===== src/hw/snpc_pkg.sv =====
// Constants for the serial network module pin-control block.
// Assumes a single 40 MHz system clock and synchronous pin inputs.
// Overview of operation
// - Reset pin held low 200 ms resets module
// - TCP mode: indicator low while connected and not in module reset
// - UDP mode: indicator low except during module reset
// - Line driver enable high while sending
// - Serial data out on tx, in on rx
// - Configuration guide pin has no effect
// - Baud rate programmable 300 to 921600
// - Packet closes after 4 idle bytes or 400
package snpc_pkg;

    // ------------------------------------------------------------
    // Timing
    // ------------------------------------------------------------
    localparam int CLK_HZ = 40000000;
    localparam int RESET_HOLD_MS = 200;
    localparam int RESET_HOLD_CYCLES = (CLK_HZ / 1000) * RESET_HOLD_MS;
    localparam int BAUD_MIN = 300;
    localparam int BAUD_MAX = 921600;
    localparam int BAUD_RESET = 115200;
    localparam int BAUD_DIV_RESET = CLK_HZ / BAUD_RESET;
    localparam int BAUD_DIV_MIN = CLK_HZ / BAUD_MAX;
    localparam int BAUD_DIV_MAX = CLK_HZ / BAUD_MIN;

    // ------------------------------------------------------------
    // Packing
    // ------------------------------------------------------------
    localparam int PACK_IDLE_BYTES = 4;
    localparam int PACK_MAX_BYTES = 400;
    localparam int BITS_PER_FRAME = 10;

    typedef enum logic [1:0] {
        SNPC_TX_IDLE = 2'b00,
        SNPC_TX_SHIFT = 2'b01,
        SNPC_TX_STOP = 2'b10
    } snpc_tx_state_t;

    function automatic logic [17:0] snpc_clamp_div(input logic [17:0] div);
        if (div < 18'(BAUD_DIV_MIN))
            return 18'(BAUD_DIV_MIN);
        else if (div > 18'(BAUD_DIV_MAX))
            return 18'(BAUD_DIV_MAX);
        else
            return div;
    endfunction : snpc_clamp_div

endpackage : snpc_pkg


===== src/hw/snpc_uart_rx.sv =====
// Serial receiver of the pin-control block.
// Assumes rx_in is synchronous to clk_sys_in and idles high.
`timescale 1ns/1ps
module snpc_uart_rx (
    // Clock and reset
    input wire logic clk_sys_in,
    input wire logic reset_in,
    // Configuration
    input wire logic [17:0] baud_div_in,
    // Serial pin
    input wire logic rx_in,
    // Received byte
    output logic [7:0] data_out,
    output logic valid_out
);

    logic [17:0] cnt;
    logic [3:0] bit_idx;
    logic busy;
    logic [7:0] shreg;

    always_ff @(posedge clk_sys_in or posedge reset_in)
    begin
        if (reset_in)
        begin
            cnt <= 18'h00000;
            bit_idx <= 4'h0;
            busy <= 1'b0;
            shreg <= 8'h00;
            data_out <= 8'h00;
            valid_out <= 1'b0;
        end
        else
        begin
            valid_out <= 1'b0;
            if (!busy)
            begin
                if (!rx_in)
                begin
                    busy <= 1'b1;
                    cnt <= baud_div_in >> 1;
                    bit_idx <= 4'h0;
                end
            end
            else if (cnt != 18'h00000)
                cnt <= cnt - 18'h00001;
            else
            begin
                cnt <= baud_div_in - 18'h00001;
                bit_idx <= bit_idx + 4'h1;
                if (bit_idx == 4'h0 && rx_in)
                    busy <= 1'b0;
                else if (bit_idx >= 4'h1 && bit_idx <= 4'h8)
                    shreg <= {rx_in, shreg[7:1]};
                else if (bit_idx == 4'h9)
                begin
                    busy <= 1'b0;
                    if (rx_in)
                    begin
                        data_out <= shreg;
                        valid_out <= 1'b1;
                    end
                end
            end
        end
    end

endmodule : snpc_uart_rx


===== src/hw/snpc_pin_ctrl.sv =====
// Pin-level control of the serial network module: reset filter, link
// indicator, line driver enable, serial transmit and receive packing.
// Assumes all inputs are synchronous to clk_sys_in.
`timescale 1ns/1ps
module snpc_pin_ctrl #(
    parameter int RESET_HOLD = snpc_pkg::RESET_HOLD_CYCLES
) (
    // Clock and reset
    input wire logic clk_sys_in,
    input wire logic reset_in,
    // Module pins
    input wire logic reset_pin_n_in,
    input wire logic rx_in,
    input wire logic cfg_guide_in,
    output logic tx_out,
    output logic link_n_out,
    output logic line_driver_tx_enable_out,
    // Network side status and configuration
    input wire logic udp_mode_in,
    input wire logic connected_in,
    input wire logic [17:0] baud_div_in,
    // Network to serial byte stream
    input wire logic [7:0] net_data_in,
    input wire logic net_valid_in,
    output logic net_ready_out,
    // Serial to network packets
    output logic [7:0] pkt_data_out,
    output logic pkt_valid_out,
    output logic pkt_last_out,
    // Module reset request
    output logic module_reset_out
);

    // ------------------------------------------------------------
    // Reset pin filter
    // ------------------------------------------------------------
    logic [31:0] low_cnt;
    logic soft_rst;

    // A low pulse only counts once it has lasted the whole hold time.
    always_ff @(posedge clk_sys_in or posedge reset_in)
    begin
        if (reset_in)
        begin
            low_cnt <= 32'h00000000;
            module_reset_out <= 1'b0;
        end
        else if (reset_pin_n_in)
        begin
            low_cnt <= 32'h00000000;
            module_reset_out <= 1'b0;
        end
        else if (low_cnt < 32'(RESET_HOLD - 1))
        begin
            low_cnt <= low_cnt + 32'h00000001;
            module_reset_out <= 1'b0;
        end
        else
            module_reset_out <= 1'b1;
    end

    assign soft_rst = module_reset_out;

    // ------------------------------------------------------------
    // Configuration and indicator
    // ------------------------------------------------------------
    logic [17:0] baud_div;

    // The divider follows its input every cycle; change it only between frames.
    always_ff @(posedge clk_sys_in or posedge reset_in)
    begin
        if (reset_in)
            baud_div <= 18'(snpc_pkg::BAUD_DIV_RESET);
        else
            baud_div <= snpc_pkg::snpc_clamp_div(baud_div_in);
    end

    always_ff @(posedge clk_sys_in or posedge reset_in)
    begin
        if (reset_in)
            link_n_out <= 1'b1;
        else if (soft_rst)
            link_n_out <= 1'b1;
        else if (udp_mode_in)
            link_n_out <= 1'b0;
        else
            link_n_out <= !connected_in;
    end

    // The configuration guide pin is deliberately left unread.
    logic unused_cfg;
    assign unused_cfg = cfg_guide_in;

    // ------------------------------------------------------------
    // Transmitter
    // ------------------------------------------------------------
    snpc_pkg::snpc_tx_state_t tx_state;
    logic [17:0] tx_cnt;
    logic [2:0] tx_bit;
    logic [7:0] tx_sh;

    assign net_ready_out = (tx_state == snpc_pkg::SNPC_TX_IDLE) && !soft_rst;

    always_ff @(posedge clk_sys_in or posedge reset_in)
    begin
        if (reset_in)
        begin
            tx_state <= snpc_pkg::SNPC_TX_IDLE;
            tx_cnt <= 18'h00000;
            tx_bit <= 3'h0;
            tx_sh <= 8'h00;
            tx_out <= 1'b1;
            line_driver_tx_enable_out <= 1'b0;
        end
        else if (soft_rst)
        begin
            tx_state <= snpc_pkg::SNPC_TX_IDLE;
            tx_out <= 1'b1;
            line_driver_tx_enable_out <= 1'b0;
        end
        else
        begin
            unique case (tx_state)
                snpc_pkg::SNPC_TX_IDLE:
                begin
                    tx_out <= 1'b1;
                    line_driver_tx_enable_out <= 1'b0;
                    if (net_valid_in)
                    begin
                        tx_sh <= net_data_in;
                        tx_out <= 1'b0;
                        line_driver_tx_enable_out <= 1'b1;
                        tx_cnt <= baud_div - 18'h00001;
                        tx_bit <= 3'h0;
                        tx_state <= snpc_pkg::SNPC_TX_SHIFT;
                    end
                end
                snpc_pkg::SNPC_TX_SHIFT:
                begin
                    if (tx_cnt != 18'h00000)
                        tx_cnt <= tx_cnt - 18'h00001;
                    else
                    begin
                        tx_cnt <= baud_div - 18'h00001;
                        tx_out <= tx_sh[0];
                        tx_sh <= {1'b0, tx_sh[7:1]};
                        tx_bit <= tx_bit + 3'h1;
                        if (tx_bit == 3'h7)
                            tx_state <= snpc_pkg::SNPC_TX_STOP;
                    end
                end
                snpc_pkg::SNPC_TX_STOP:
                begin
                    if (tx_cnt != 18'h00000)
                        tx_cnt <= tx_cnt - 18'h00001;
                    else if (tx_bit == 3'h0)
                    begin
                        tx_out <= 1'b1;
                        tx_cnt <= baud_div - 18'h00001;
                        tx_bit <= 3'h1;
                    end
                    else
                        tx_state <= snpc_pkg::SNPC_TX_IDLE;
                end
                default:
                    tx_state <= snpc_pkg::SNPC_TX_IDLE;
            endcase
        end
    end

    // ------------------------------------------------------------
    // Receiver and packing
    // ------------------------------------------------------------
    logic [7:0] rx_data;
    logic rx_valid;
    logic [31:0] idle_cnt;
    logic [8:0] pkt_cnt;
    logic [31:0] idle_limit;

    snpc_uart_rx u_rx (
        .clk_sys_in(clk_sys_in),
        .reset_in(reset_in),
        .baud_div_in(baud_div),
        .rx_in(rx_in),
        .data_out(rx_data),
        .valid_out(rx_valid)
    );

    assign idle_limit = 32'(baud_div) * 32'(snpc_pkg::BITS_PER_FRAME * snpc_pkg::PACK_IDLE_BYTES);

    // Bytes are forwarded at once; the packet end is marked on the last byte when
    // the count closes it, or as a lone marker pulse when the line goes idle.
    always_ff @(posedge clk_sys_in or posedge reset_in)
    begin
        if (reset_in)
        begin
            pkt_data_out <= 8'h00;
            pkt_valid_out <= 1'b0;
            pkt_last_out <= 1'b0;
            pkt_cnt <= 9'h000;
            idle_cnt <= 32'h00000000;
        end
        else
        begin
            pkt_valid_out <= 1'b0;
            pkt_last_out <= 1'b0;
            if (soft_rst)
            begin
                pkt_cnt <= 9'h000;
                idle_cnt <= 32'h00000000;
            end
            else if (rx_valid)
            begin
                pkt_data_out <= rx_data;
                pkt_valid_out <= 1'b1;
                idle_cnt <= 32'h00000000;
                if (pkt_cnt == 9'(snpc_pkg::PACK_MAX_BYTES - 1))
                begin
                    pkt_last_out <= 1'b1;
                    pkt_cnt <= 9'h000;
                end
                else
                    pkt_cnt <= pkt_cnt + 9'h001;
            end
            else if (pkt_cnt != 9'h000)
            begin
                if (idle_cnt >= idle_limit)
                begin
                    pkt_last_out <= 1'b1;
                    pkt_cnt <= 9'h000;
                    idle_cnt <= 32'h00000000;
                end
                else
                    idle_cnt <= idle_cnt + 32'h00000001;
            end
        end
    end

    // ------------------------------------------------------------
    // Checks
    // ------------------------------------------------------------
    property p_udp_low;
        @(posedge clk_sys_in) disable iff (reset_in)
        (udp_mode_in && !soft_rst) |=> !link_n_out;
    endproperty
    a_udp_low: assert property (p_udp_low) else $error("udp indicator not low");

    property p_tcp_follow;
        @(posedge clk_sys_in) disable iff (reset_in)
        (!udp_mode_in && !soft_rst) |=> (link_n_out == !$past(connected_in));
    endproperty
    a_tcp_follow: assert property (p_tcp_follow) else $error("tcp indicator wrong");

    property p_short_ignored;
        @(posedge clk_sys_in) disable iff (reset_in)
        $rose(module_reset_out) |-> (low_cnt == 32'(RESET_HOLD - 1));
    endproperty
    a_short_ignored: assert property (p_short_ignored) else $error("early reset");

    property p_reset_hold;
        @(posedge clk_sys_in) disable iff (reset_in)
        (!reset_pin_n_in && low_cnt == 32'(RESET_HOLD - 1)) |=> module_reset_out;
    endproperty
    a_reset_hold: assert property (p_reset_hold) else $error("hold reset missed");

    property p_release;
        @(posedge clk_sys_in) disable iff (reset_in)
        reset_pin_n_in |=> !module_reset_out;
    endproperty
    a_release: assert property (p_release) else $error("reset not released");

    property p_driver_en;
        @(posedge clk_sys_in) disable iff (reset_in)
        (tx_state != snpc_pkg::SNPC_TX_IDLE) |-> line_driver_tx_enable_out;
    endproperty
    a_driver_en: assert property (p_driver_en) else $error("driver off while sending");

    property p_start_bit;
        @(posedge clk_sys_in) disable iff (reset_in)
        (net_valid_in && net_ready_out) |=> (!tx_out && line_driver_tx_enable_out);
    endproperty
    a_start_bit: assert property (p_start_bit) else $error("no start bit");

    property p_max_len;
        @(posedge clk_sys_in) disable iff (reset_in)
        pkt_cnt < 9'(snpc_pkg::PACK_MAX_BYTES);
    endproperty
    a_max_len: assert property (p_max_len) else $error("packet over length");

    property p_baud_range;
        @(posedge clk_sys_in) disable iff (reset_in)
        (baud_div >= 18'(snpc_pkg::BAUD_DIV_MIN)) && (baud_div <= 18'(snpc_pkg::BAUD_DIV_MAX));
    endproperty
    a_baud_range: assert property (p_baud_range) else $error("divider out of range");

endmodule : snpc_pin_ctrl


===== config.mk =====
export PLATFORM = sky130hd
export DESIGN_NAME = snpc_pin_ctrl
export DESIGN_NICKNAME = d
export VERILOG_FILES = /design/src/hw/snpc_pkg.sv /design/src/hw/snpc_uart_rx.sv /design/src/hw/snpc_pin_ctrl.sv
export SDC_FILE = /design/constraint.sdc
export NUM_CORES = 1
export LEC_CHECK = 0
export BUFFER_PORTS_ARGS = -buffer_cell sky130_fd_sc_hd__buf_4
export CAP_MARGIN = 30
export CORE_MARGIN = 10
export CORE_UTILIZATION = 40
export CTS_CLUSTER_SIZE = 20
export DETAILED_ROUTE_END_ITERATION = 12
export GPL_TIMING_DRIVEN = 0
export HOLD_SLACK_MARGIN = 0.1
export PLACE_DENSITY_LB_ADDON = 0.15
export SLEW_MARGIN = 15
export SYNTH_ARGS = -nofsm -noshare
export SYNTH_HDL_FRONTEND = slang
export SYNTH_SLANG_ARGS = --single-unit

===== constraint.sdc =====
create_clock -name clk_sys_in -period 6.8 [get_ports clk_sys_in]
set_clock_uncertainty 0.1 [all_clocks]
set_input_delay 0.34 -clock clk_sys_in [delete_from_list [all_inputs] [get_ports clk_sys_in]]
set_output_delay 0.34 -clock clk_sys_in [all_outputs]
set_load 0.02 [all_outputs]

==> results.cfg, run 1 <==
[global_route]
grt_pass1_vias = 8406
track_usage_pct = 15.8
grt_pass1_wl_microns = 43800
grt-ovfl-total = 0
antenna_found_initial = 0
grt_max_degree = 101

[run_status]
status = completed

[cts]
cts_hold_buffers = 24
htree_levels = 4
postCtsSetupBuffers = 0
cts_buffers = 17
numClockSinks = 176
path_clk_slew_ps = 70
tritoncts = yes
cts_resized = 0
clk_latency_ps = 440
clock-root-buffer = clkbuf_16
cts_buffer_depth = 2

[power]
power.share.clock_pct = 33.3
switchingPower_mw = 1.11
power_mw = 3.31
power.density_nw_per_um2 = 268
switching_share_pct = 33.4
seq_power_share_pct = 41.3
power.leakage_nw = 5.63
vdd_drop_max_v = 0.000136
p_int_mw = 2.20
combPwrFrac_pct = 25.4

[placed_design]
dp_slack_ps = 1700
port-buffer-count = 47
dp_hpwl_microns = 19000
place.gp.congestion = 0.884
post-place-cells = 1524

[cells_and_area]
synthToLayoutAreaGrowth_pct = 16.1
final_cell_mix = dfrtp_1 (168), nor2_1 (116), nand2_1 (105), ha_1 (72), o21ai_0 (68)
layout_commonest_cell = dfrtp_1
final-seq-area_sq_um = 4410
diodes = 0
layout-drive-gt1-share_pct = 10.5
finalNonFillerCells = 1581
fin_nets = 1340
multi_input_area_sq_um = 5940
utilization_pct = 47.3
num-fill-cells = 2533

[synthesis]
yosysTopAreaCell = dfrtp_1
ys_types = 72
synth_edf_count = 0
synth-async-reset-ratio_pct = 100
synthFlopType = dfrtp_1
syn_area_per_cell_sq_um = 9.33
ys_seq_area_share_pct = 41.5
syn_inst = 1141
synth_seq_cells = 176
yosysTopAreaCellShare_pct = 39.5
yosysWarnings = 0
netlist_area_sq_um = 10600
yosys-top-cells-area = dfrtp_1 (40%), ha_1 (8.5%), nor2_1 (4.1%)
synth_nets = 1248

[route]
drc = 0
ant_nets = 0
drtIter0Drc = 567
via_count = 8660
dr.pass1.iters = 5
viasPerCell = 5.48
drt-total-wl_microns = 26000
wl_per_cell_microns = 16.4

[setup_path]
reg2reg_depth = 19
crit_required_ps = 7050
r2r_slack_ps = 1660
cp-start-kind = flip-flop
cp.arrival_ps = 5400
setup.worst_path.class = reg -> reg
critPathCaptureType = flip-flop
crit_fanout = 10
r2r-start = baud_div[3]
r2r-end = idle_cnt[2]

[sta]
final-max-slew-violation-count = 0
fin_hold_ws_ps = 115
worstMarginPinSlew_ps = 877
fin_crit_sh_pct = 75.7
fin_crit_ps = 5140
fin_ws_ps = 1660
hold_viol = 0
max_freq_mhz = 194
rsz0062_at_grt = no
finalSetupViolations = 0
slew_headroom_pct = 40.7

[worst_hold_path]
worstHoldPathCells = 3
hold-path-endpoint = tx_sh[5]
hp-class = in -> reg
hold_start = net_data_in[5]

[job]
timing.max_cap.violations = 0

[floorplan]
dieArea_sq_um = 33500
io_pins = 49
rows = 59
dieHeight_microns = 183
die_x_microns = 183
initial_core_util_pct = 40.7
core_sq_um = 26100
[critical path, cell delays in order (launching register included)]
cell and delay, ps:
dfstp_2 660, ha_1 280, ha_1 230, fa_1 400
a21oi_1 250, o211ai_1 180, a21oi_1 310, o21a_1 230
mux2i_1 80, and3_1 170, ha_1 190, a211oi_1 200
o211ai_1 120, a211oi_1 470, a21o_1 180, buf_2 220
nand2_1 90, clkbuf_1 240, buf_1 290, nor2_1 160
[power by group through the flow]
stage	logic (mW)	registers, mW	clock network, mW
final	0.842	1.37	1.10
after global placement	0.823	1.38	0
after CTS	0.846	1.36	1.13
after floorplan	0.635	1.35	0
after global routing	0.962	1.39	1.16
after detailed placement	0.830	1.38	0
[state kept, by name (all words and copies together) (netlist names), 9 cells and up]
register / flops
tx_cnt: 18
u_rx.cnt: 18
baud_div: 18
low_cnt: 32
idle_cnt: 32
pkt_cnt: 9
[cell families (layout without fill, tap and decap cells)]
| group | Yosys count | in the layout | share of synthesized area [%] |
|---|---|---|---|
| and+or+nand+nor | 459 | 459 | 22.2 |
| AOI/OAI and AO/OA | 231 | 231 | 14.0 |
| DFF | 176 | 176 | 41.5 |
| xor gates and xnor gates | 79 | 79 | 6.50 |
| buffers and inverters | 78 | 183 | 2.79 |
| adders and majority gates | 73 | 73 | 8.65 |
| muxes | 45 | 45 | 4.44 |
[layer usage]
metal | share of wire (%) | vias to the layer above | GRT usage, %
li1 | - | 4308 | -
met1 | 50 | 4207 | 22.5
met2 | 45 | 131 | 24.4
met3 | 3.6 | 14 | 2.98
met4 | 0.79 | 0 | 3.34
met5 | 0 | - | 0
[synthesized netlist by cell type, types with 7 or more instances]
| master | count |
|---|---|
| o21ai_0 | 68 |
| nand2b_1 | 8 |
| a21oi_1 | 49 |
| o22ai_1 | 9 |
| a31oi_1 | 13 |
| clkbuf_1 | 26 |
| and4_1 | 11 |
| inv_1 | 43 |
| nor3_1 | 33 |
| mux2_2 | 17 |
| mux2i_1 | 27 |
| nor2_1 | 116 |
| or2_2 | 7 |
| nand4_1 | 18 |
| or4_1 | 11 |
| xnor2_1 | 40 |
| a211oi_1 | 10 |
| nor2b_1 | 28 |
| and3_1 | 21 |
| a21o_1 | 11 |
| dfstp_2 | 8 |
| nand3_1 | 51 |
| dfrtp_1 | 168 |
| xor2_1 | 39 |
| o211ai_1 | 8 |
| nor4_1 | 18 |
| ha_1 | 72 |
| nand2_1 | 105 |
[worst max-delay path by stage]
stage                     cells after the start  slack (ps)        start      endpoint
final                                        19        1660  baud_div[3]   idle_cnt[2]
after global routing                         19        1180  baud_div[3]   idle_cnt[4]
after CTS                                    19        1650  baud_div[3]   idle_cnt[2]
after detailed placement                     19        1700  baud_div[3]   idle_cnt[7]
after global placement                        2        -700     reset_in     tx_cnt[3]
after floorplan                               1        1600     reset_in  baud_div[10]
[metrics by stage]
stage	setup TNS, ps	instance area (sq um)
floorplan	0	10600
global placement	-113970	11400
detailed placement	0	11500
CTS	0	12400
global route	0	12400
finish	0	12400
[final cells by class]
| type | instances | share of cell area [%] |
|---|---|---|
| plain buffers | 35 | 1.09 |
| flip-flops and latches | 176 | 35.7 |
| repair buffers | 73 | 5.06 |
| well taps | 335 | 3.39 |
| inverters | 43 | 1.37 |
| clock buffers | 18 | 3.55 |
| clock inverters | 14 | 1.78 |
| multi-input cells | 887 | 48.0 |
Power figures use the tool's default switching activity.
==> run 2, diff against run 1 <==
==> constraint.sdc (replaced) <==
create_clock -name clk_sys_in -period 4.9 [get_ports clk_sys_in]
set_clock_uncertainty 0.1 [all_clocks]
set_input_delay 0.245 -clock clk_sys_in [delete_from_list [all_inputs] [get_ports clk_sys_in]]
set_output_delay 0.245 -clock clk_sys_in [all_outputs]
set_load 0.02 [all_outputs]
==> run 2 against run 1 <==
Against the previous run: cell area increased by 0.82%; routed wire length increased by 0.19%; global-route usage increased by 0.097 points; sequential share of layout area decreased by 0.27 points; register-to-register slack got worse by 1400 ps; flip-flop and latch count unchanged; hold slack improved by 95 ps; count of clock-buffer cells in the layout decreased by 1; final cell count increased by 0.82%; total power increased by 34%; fmax increased by 12%; non-clock buffer count increased by 14; critical path type unchanged; critical endpoint is now idle_cnt[5]; largest cell class unchanged.
==> results.cfg, run 2 (same netlist as run 1, synthesis figures left out) <==
[floorplan]
initial_core_util_pct = 40.7
dieArea_sq_um = 33500
io_pins = 49
die_x_microns = 183
dieHeight_microns = 183
core_sq_um = 26100
rows = 59

[sta]
fin_crit_sh_pct = 93.8
hold_viol = 0
max_freq_mhz = 218
fin_ws_ps = 304
finalSetupViolations = 0
rsz0062_at_grt = no
finalSetupTns_ps = 0
final-max-slew-violation-count = 0
fin_crit_ps = 4600
fin_hold_ws_ps = 210
slew_headroom_pct = 37.2
worstMarginPinSlew_ps = 929

[worst_hold_path]
worstHoldPathCells = 4
hold-path-endpoint = u_rx.cnt[15]
hp-class = in -> reg
hold_start = rx_in

[power]
combPwrFrac_pct = 26.7
power.density_nw_per_um2 = 355
vdd_drop_max_v = 0.000252
switching_share_pct = 35.4
p_int_mw = 2.86
switchingPower_mw = 1.57
power.share.clock_pct = 30.5
power.leakage_nw = 5.68
power_mw = 4.43
seq_power_share_pct = 42.8

[route]
viasPerCell = 5.43
via_count = 8658
wl_per_cell_microns = 16.3
drt-total-wl_microns = 26100
drc = 0
drtIter0Drc = 527
wl_met2_microns = 11300
wl_met3_microns = 1020
dr.pass1.iters = 5
highest_layer = met4
wl_met1_microns = 13200
ant_nets = 0

[setup_path]
crit_required_ps = 5160
setup.worst_path.class = reg -> reg
crit_fanout = 10
cp_slowest_stage_delay_ps = 600
worst-path-buf-inv = 3
reg2reg_depth = 19
critPathCaptureType = flip-flop
r2r-end = idle_cnt[5]
cp.arrival_ps = 4860
r2r_slack_ps = 300
cp_cell_sequence = ha_1 > ha_1 > fa_1 > a21oi_2 > o211ai_1 > a21oi_2 > o21a_1 > mux2i_1 > and3_1 > ha_1 > a211oi_1 > o211ai_1 > a211oi_4 > a21o_1 > clkbuf_4 > nand2_1 > buf_2 > clkbuf_4 > nor2_1
cp_num_cells = 19
slowest_stage = dfstp_2
r2r-start = baud_div[3]
crit_family = compound AO/OA/AOI/OAI gates
cp-start-kind = flip-flop
path_common_cell = ha_1

[placed_design]
port-buffer-count = 47
dp_slack_ps = -316
place.gp.congestion = 0.869
dp_hpwl_microns = 19000

[global_route]
track_usage_pct = 15.9
grt-ovfl-total = 0
grt_pass1_vias = 8497
grt_pass1_wl_microns = 44100
grt_max_degree = 36
antenna_found_initial = 0

[job]
timing.max_cap.violations = 0

[cts]
tritoncts = yes
clk_latency_ps = 450
path_clk_slew_ps = 80
cts_buffer_depth = 2
numClockSinks = 176
clock-root-buffer = clkbuf_16
cts_buffers = 17
htree_levels = 4

[cells_and_area]
diodes = 0
layout-drive-gt1-share_pct = 11.5
fin_nets = 1354
largestRegisters = idle_cnt x32, low_cnt x32
layout_commonest_cell = dfrtp_1
synthToLayoutAreaGrowth_pct = 17.1
final_cell_mix = dfrtp_1 (166), nor2_1 (116), nand2_1 (105), ha_1 (72), o21ai_0 (67)

[run_status]
status = completed
[run 2: cell types whose count changed in the layout (fill, tap and decap cells not counted), sizes merged, moves of 2 or more]
cell,before,now
inv,49,51
bufinv,4,0
buf,57,64
dlygate4sd3,24,31
[run 2: layout make-up]
cell class                      count  area, sq um
Buffer                             35          143
Sequential cell                   176         4420
Tap cell                          335          419
Clock inverter                     14          140
Fill cell                        2506        13700
Clock buffer                       17          425
Inverter                           43          165
Timing Repair Buffer               87          791
Multi-Input combinational cell    887         5960
[run 2: worst max-delay path by stage]
stage	start	endpoint	slack, ps
2_1_floorplan	baud_div[3]	idle_cnt[10]	660
3_3_place_gp	baud_div[3]	idle_cnt[12]	-280
3_5_place_dp	baud_div[3]	idle_cnt[5]	-320
4_1_cts	baud_div[3]	idle_cnt[5]	30
5_1_grt	baud_div[3]	idle_cnt[19]	10
6_report	baud_div[3]	idle_cnt[5]	300
[run 2: what timing repair did]
action,CTS,global route
gates resized for setup,3,11
hold buffers,31,0
gates cloned,0,0
setup endpoints to repair,21,26
setup buffers,0,3
pin swaps,1,2
hold endpoints to repair,58,0
[run 2: worst reg2reg max path: stages (launching register included)]
cell      delay, ps
dfstp_2         600
ha_1            260
ha_1            230
fa_1            430
a21oi_2         210
o211ai_1        170
a21oi_2         210
o21a_1          200
mux2i_1          80
and3_1          170
ha_1            190
a211oi_1        200
o211ai_1        170
a211oi_4        310
a21o_1          150
clkbuf_4        200
nand2_1         100
buf_2           200
clkbuf_4        210
nor2_1          120
[run 2: power groups by stage]
stage,registers (mW),clock network [mW],logic (mW)
final,1.89,1.35,1.18
after global placement,1.92,0,1.13
after floorplan,1.87,0,0.882
after global routing,1.93,1.44,1.35
after CTS,1.89,1.38,1.18
after detailed placement,1.92,0,1.16
[run 2: metal layers]
| layer | track usage, % | up-vias |
|---|---|---|
| li1 | - | 4338 |
| met1 | 22.8 | 4126 |
| met2 | 23.9 | 160 |
| met3 | 2.35 | 34 |
| met4 | 5.54 | 0 |
| met5 | 0 | - |
[run 2: metrics by stage]
stage | cells | cell area (sq um) | utilization, %
after detailed placement | 1529 | 11500 | 44.1
after floorplan | 1141 | 10600 | -
final | 1594 | 12500 | 47.7
after global placement | 1523 | 11400 | 43.7
after global routing | 1594 | 12500 | 47.7
after CTS | 1591 | 12400 | 47.5
==> run 3, diff against run 2 <==
--- a/config.mk
+++ b/config.mk
@@ -17,4 +17,5 @@
 export SLEW_MARGIN = 15
 export SYNTH_ARGS = -nofsm -noshare
 export SYNTH_HDL_FRONTEND = slang
+export SYNTH_HIERARCHICAL = 1
 export SYNTH_SLANG_ARGS = --single-unit
==> run 3 against run 2 <==
Against the previous run: non-clock buffer count is 11 higher; global-route usage up 0.48 points; critical path depth fell by 2; critical path type unchanged; largest cell class unchanged; largest power group unchanged; highest routed layer unchanged.
==> results.cfg, run 3 <==
[setup_path]
cp_slowest_stage_delay_ps = 580
crit_required_ps = 5160
cp-start-kind = flip-flop
path_common_cell = ha_1
cp_cell_sequence = ha_1 > ha_1 > fa_2 > a211o_1 > o211ai_1 > a2111o_1 > o211ai_1 > o21ai_1 > o21ai_1 > xnor2_1 > ha_1 > and4_1 > a22oi_2 > nand4b_4 > nor3_4 > or3b_1 > a21oi_1
worst-path-buf-inv = 0
crit_fanout = 8
crit_family = compound AO/OA/AOI/OAI gates
slowest_stage = dfstp_2
critPathCaptureType = flip-flop
cp.arrival_ps = 4870
setup.worst_path.class = reg -> reg

[global_route]
grt_max_degree = 91
antenna_found_initial = 0
met1_usage_pct = 22.5
grt_pass1_vias = 8953
grt.busiest_layer = met2
use_met3_pct = 3.00
track_usage_pct = 16.4
grt-ovfl-total = 0
grt_pass1_wl_microns = 46000
grt_use_met2_pct = 26.1

[worst_hold_path]
hp-class = in -> reg

[floorplan]
initial_core_util_pct = 40.8
io_pins = 49
rows = 60
die_x_microns = 186
core_sq_um = 27000
dieArea_sq_um = 34600
dieHeight_microns = 186

[cells_and_area]
final_cell_mix = dfrtp_1 (168), nor2_1 (120), a21oi_1 (83), nand2_1 (77), ha_1 (72)
multi_input_area_sq_um = 6330
fin_nets = 1385
layout_commonest_cell = dfrtp_1
layout-drive-gt1-share_pct = 14.5
finalNonFillerCells = 1632
final-seq-area_sq_um = 4410
num-fill-cells = 2562
largestRegisters = idle_cnt x32, low_cnt x32
synthToLayoutAreaGrowth_pct = 17.1
diodes = 0

[sta]
final-max-slew-violation-count = 0
hold_viol = 0
fin_ws_ps = 294
worstMarginPinSlew_ps = 681
max_freq_mhz = 217
fin_crit_sh_pct = 94.0
slew_headroom_pct = 54.1
finalSetupViolations = 0
fin_crit_ps = 4610

[synthesis]
synth_nets = 1271
yosysTopAreaCell = dfrtp_1
synthTopCellsByCount = dfrtp_1 (168), nor2_1 (120), a21oi_1 (84)
yosysTopAreaCellShare_pct = 38.2
yosys-top-cells-area = dfrtp_1 (38%), ha_1 (8.2%), nor2_1 (4.1%)
netlist_area_sq_um = 11000
synth_edf_count = 0
syn_area_per_cell_sq_um = 9.46
synthFlopType = dfrtp_1
synth_seq_cells = 176
ys_types = 85
ys_seq_area_share_pct = 40.1
synth-async-reset-ratio_pct = 100
yosysWarnings = 6
syn_inst = 1164
yosysMostFrequentCell = dfrtp_1

[route]
drc = 0
dr.pass1.iters = 5
wl_per_cell_microns = 16.9
viasPerCell = 5.57
ant_nets = 0
drtIter0Drc = 558
drt-total-wl_microns = 27500
via_count = 9089

[cts]
htree_levels = 4
cts_buffers = 17
tritoncts = yes
cts_buffer_depth = 2
numClockSinks = 176
path_clk_slew_ps = 70
clock-root-buffer = clkbuf_16
clk_latency_ps = 450

[placed_design]
place.gp.congestion = 0.848
post-place-cells = 1554
dp_hpwl_microns = 19300
dp_slack_ps = -258
port-buffer-count = 47

[power]
vdd_drop_max_v = 0.000217
power.leakage_nw = 5.88
power.density_nw_per_um2 = 343

[run_status]
status = completed

[job]
timing.max_cap.violations = 0
==> run 3: cell count changes in the layout (fill, tap and decap cells not counted), moves of 7 or more <==
cell / previous run / this run
o21ai_0: 67 / 60
and3_1: 21 / 29
a21oi_1: 46 / 83
or4_1: 11 / 4
inv_1: 42 / 32
xnor2_1: 40 / 27
nand2_1: 105 / 77
mux2_2: 17 / 28
o22ai_1: 9 / 0
buf_4: 50 / 62
==> run 3: worst reg2reg max path, delay by kind of cell, from the launching register on <==
kind	cells	cell delay, ps
adder cells (fa/ha/maj)	4	1160
flip-flops	1	580
XOR/XNOR	1	130
AND/OR/NAND/NOR	4	1050
AO/OA/AOI/OAI	8	1510
==> run 3: area by class of cell <==
type,count,area share [%]
multi-input cells,916,49.0
flip-flops and latches,176,34.2
repair buffers,95,6.52
clock buffers,18,3.33
well taps,341,3.31
plain buffers,38,1.39
clock inverters,14,1.14
inverters,34,1.05
==> run 3: metrics by stage <==
| stage | power (mW) | hold WS, ps | instance area [sq um] | setup TNS (ps) | util (%) |
|---|---|---|---|---|---|
| 2_1_floorplan | 2.74 | 197 | 11000 | 0 | - |
| 3_3_place_gp | 3.05 | 290 | 11800 | -155370 | 43.6 |
| 3_5_place_dp | 3.07 | 187 | 11900 | -5640 | 43.9 |
| 4_1_cts | 4.45 | 169 | 12800 | 0 | 47.5 |
| 5_1_grt | 4.72 | 211 | 12900 | -10.3 | 47.7 |
| 6_report | 4.42 | 193 | 12900 | 0 | 47.7 |
==> run 3: report_power, final <==
group | switching [mW] | internal, mW | total, mW
registers | 0.168 | 1.60 | 1.77
clock network | 0.669 | 0.678 | 1.35
logic | 0.754 | 0.552 | 1.31
==> run 3: metal layers <==
| metal | vias up | share of wire [%] |
|---|---|---|
| li1 | 4482 | - |
| met1 | 4410 | 49 |
| met2 | 174 | 46 |
| met3 | 23 | 4.4 |
| met4 | 0 | 0.91 |
| met5 | - | 0 |
==> run 3: repair_timing <==
action                     CTS  global route
setup buffers                6             5
resized for setup            2             7
hold endpoints to repair    94             0
pin swaps                    2             4
hold buffers                35             0
setup endpoints to repair   37            40
==> run 3: cell families (layout without fill, tap and decap cells) <==
family	after synthesis	in the layout	synth area share, %
DFF	176	176	40.1
AOI/OAI and AO/OA	271	271	16.3
adders and majority gates	73	73	8.36
and+or+nand+nor	450	450	21.8
muxes	50	50	4.90
buffers and inverters	72	199	2.78
xor gates and xnor gates	72	72	5.73
==> run 3: path summary, 6_finish.rpt <==
check | start | to | slack [ps] | cells after the start
min | rx_in | u_rx/cnt[3] | 190 | 4
max | baud_div[1] | idle_cnt[6] | 290 | 17
max in group asynchronous | reset_in | link_n_out | 3650 | 4
max reg2reg | baud_div[1] | idle_cnt[6] | 290 | 17
min in group asynchronous | reset_in | pkt_data_out[7] | 240 | 3
min reg2reg | tx_cnt[15] | tx_cnt[15] | 390 | 2
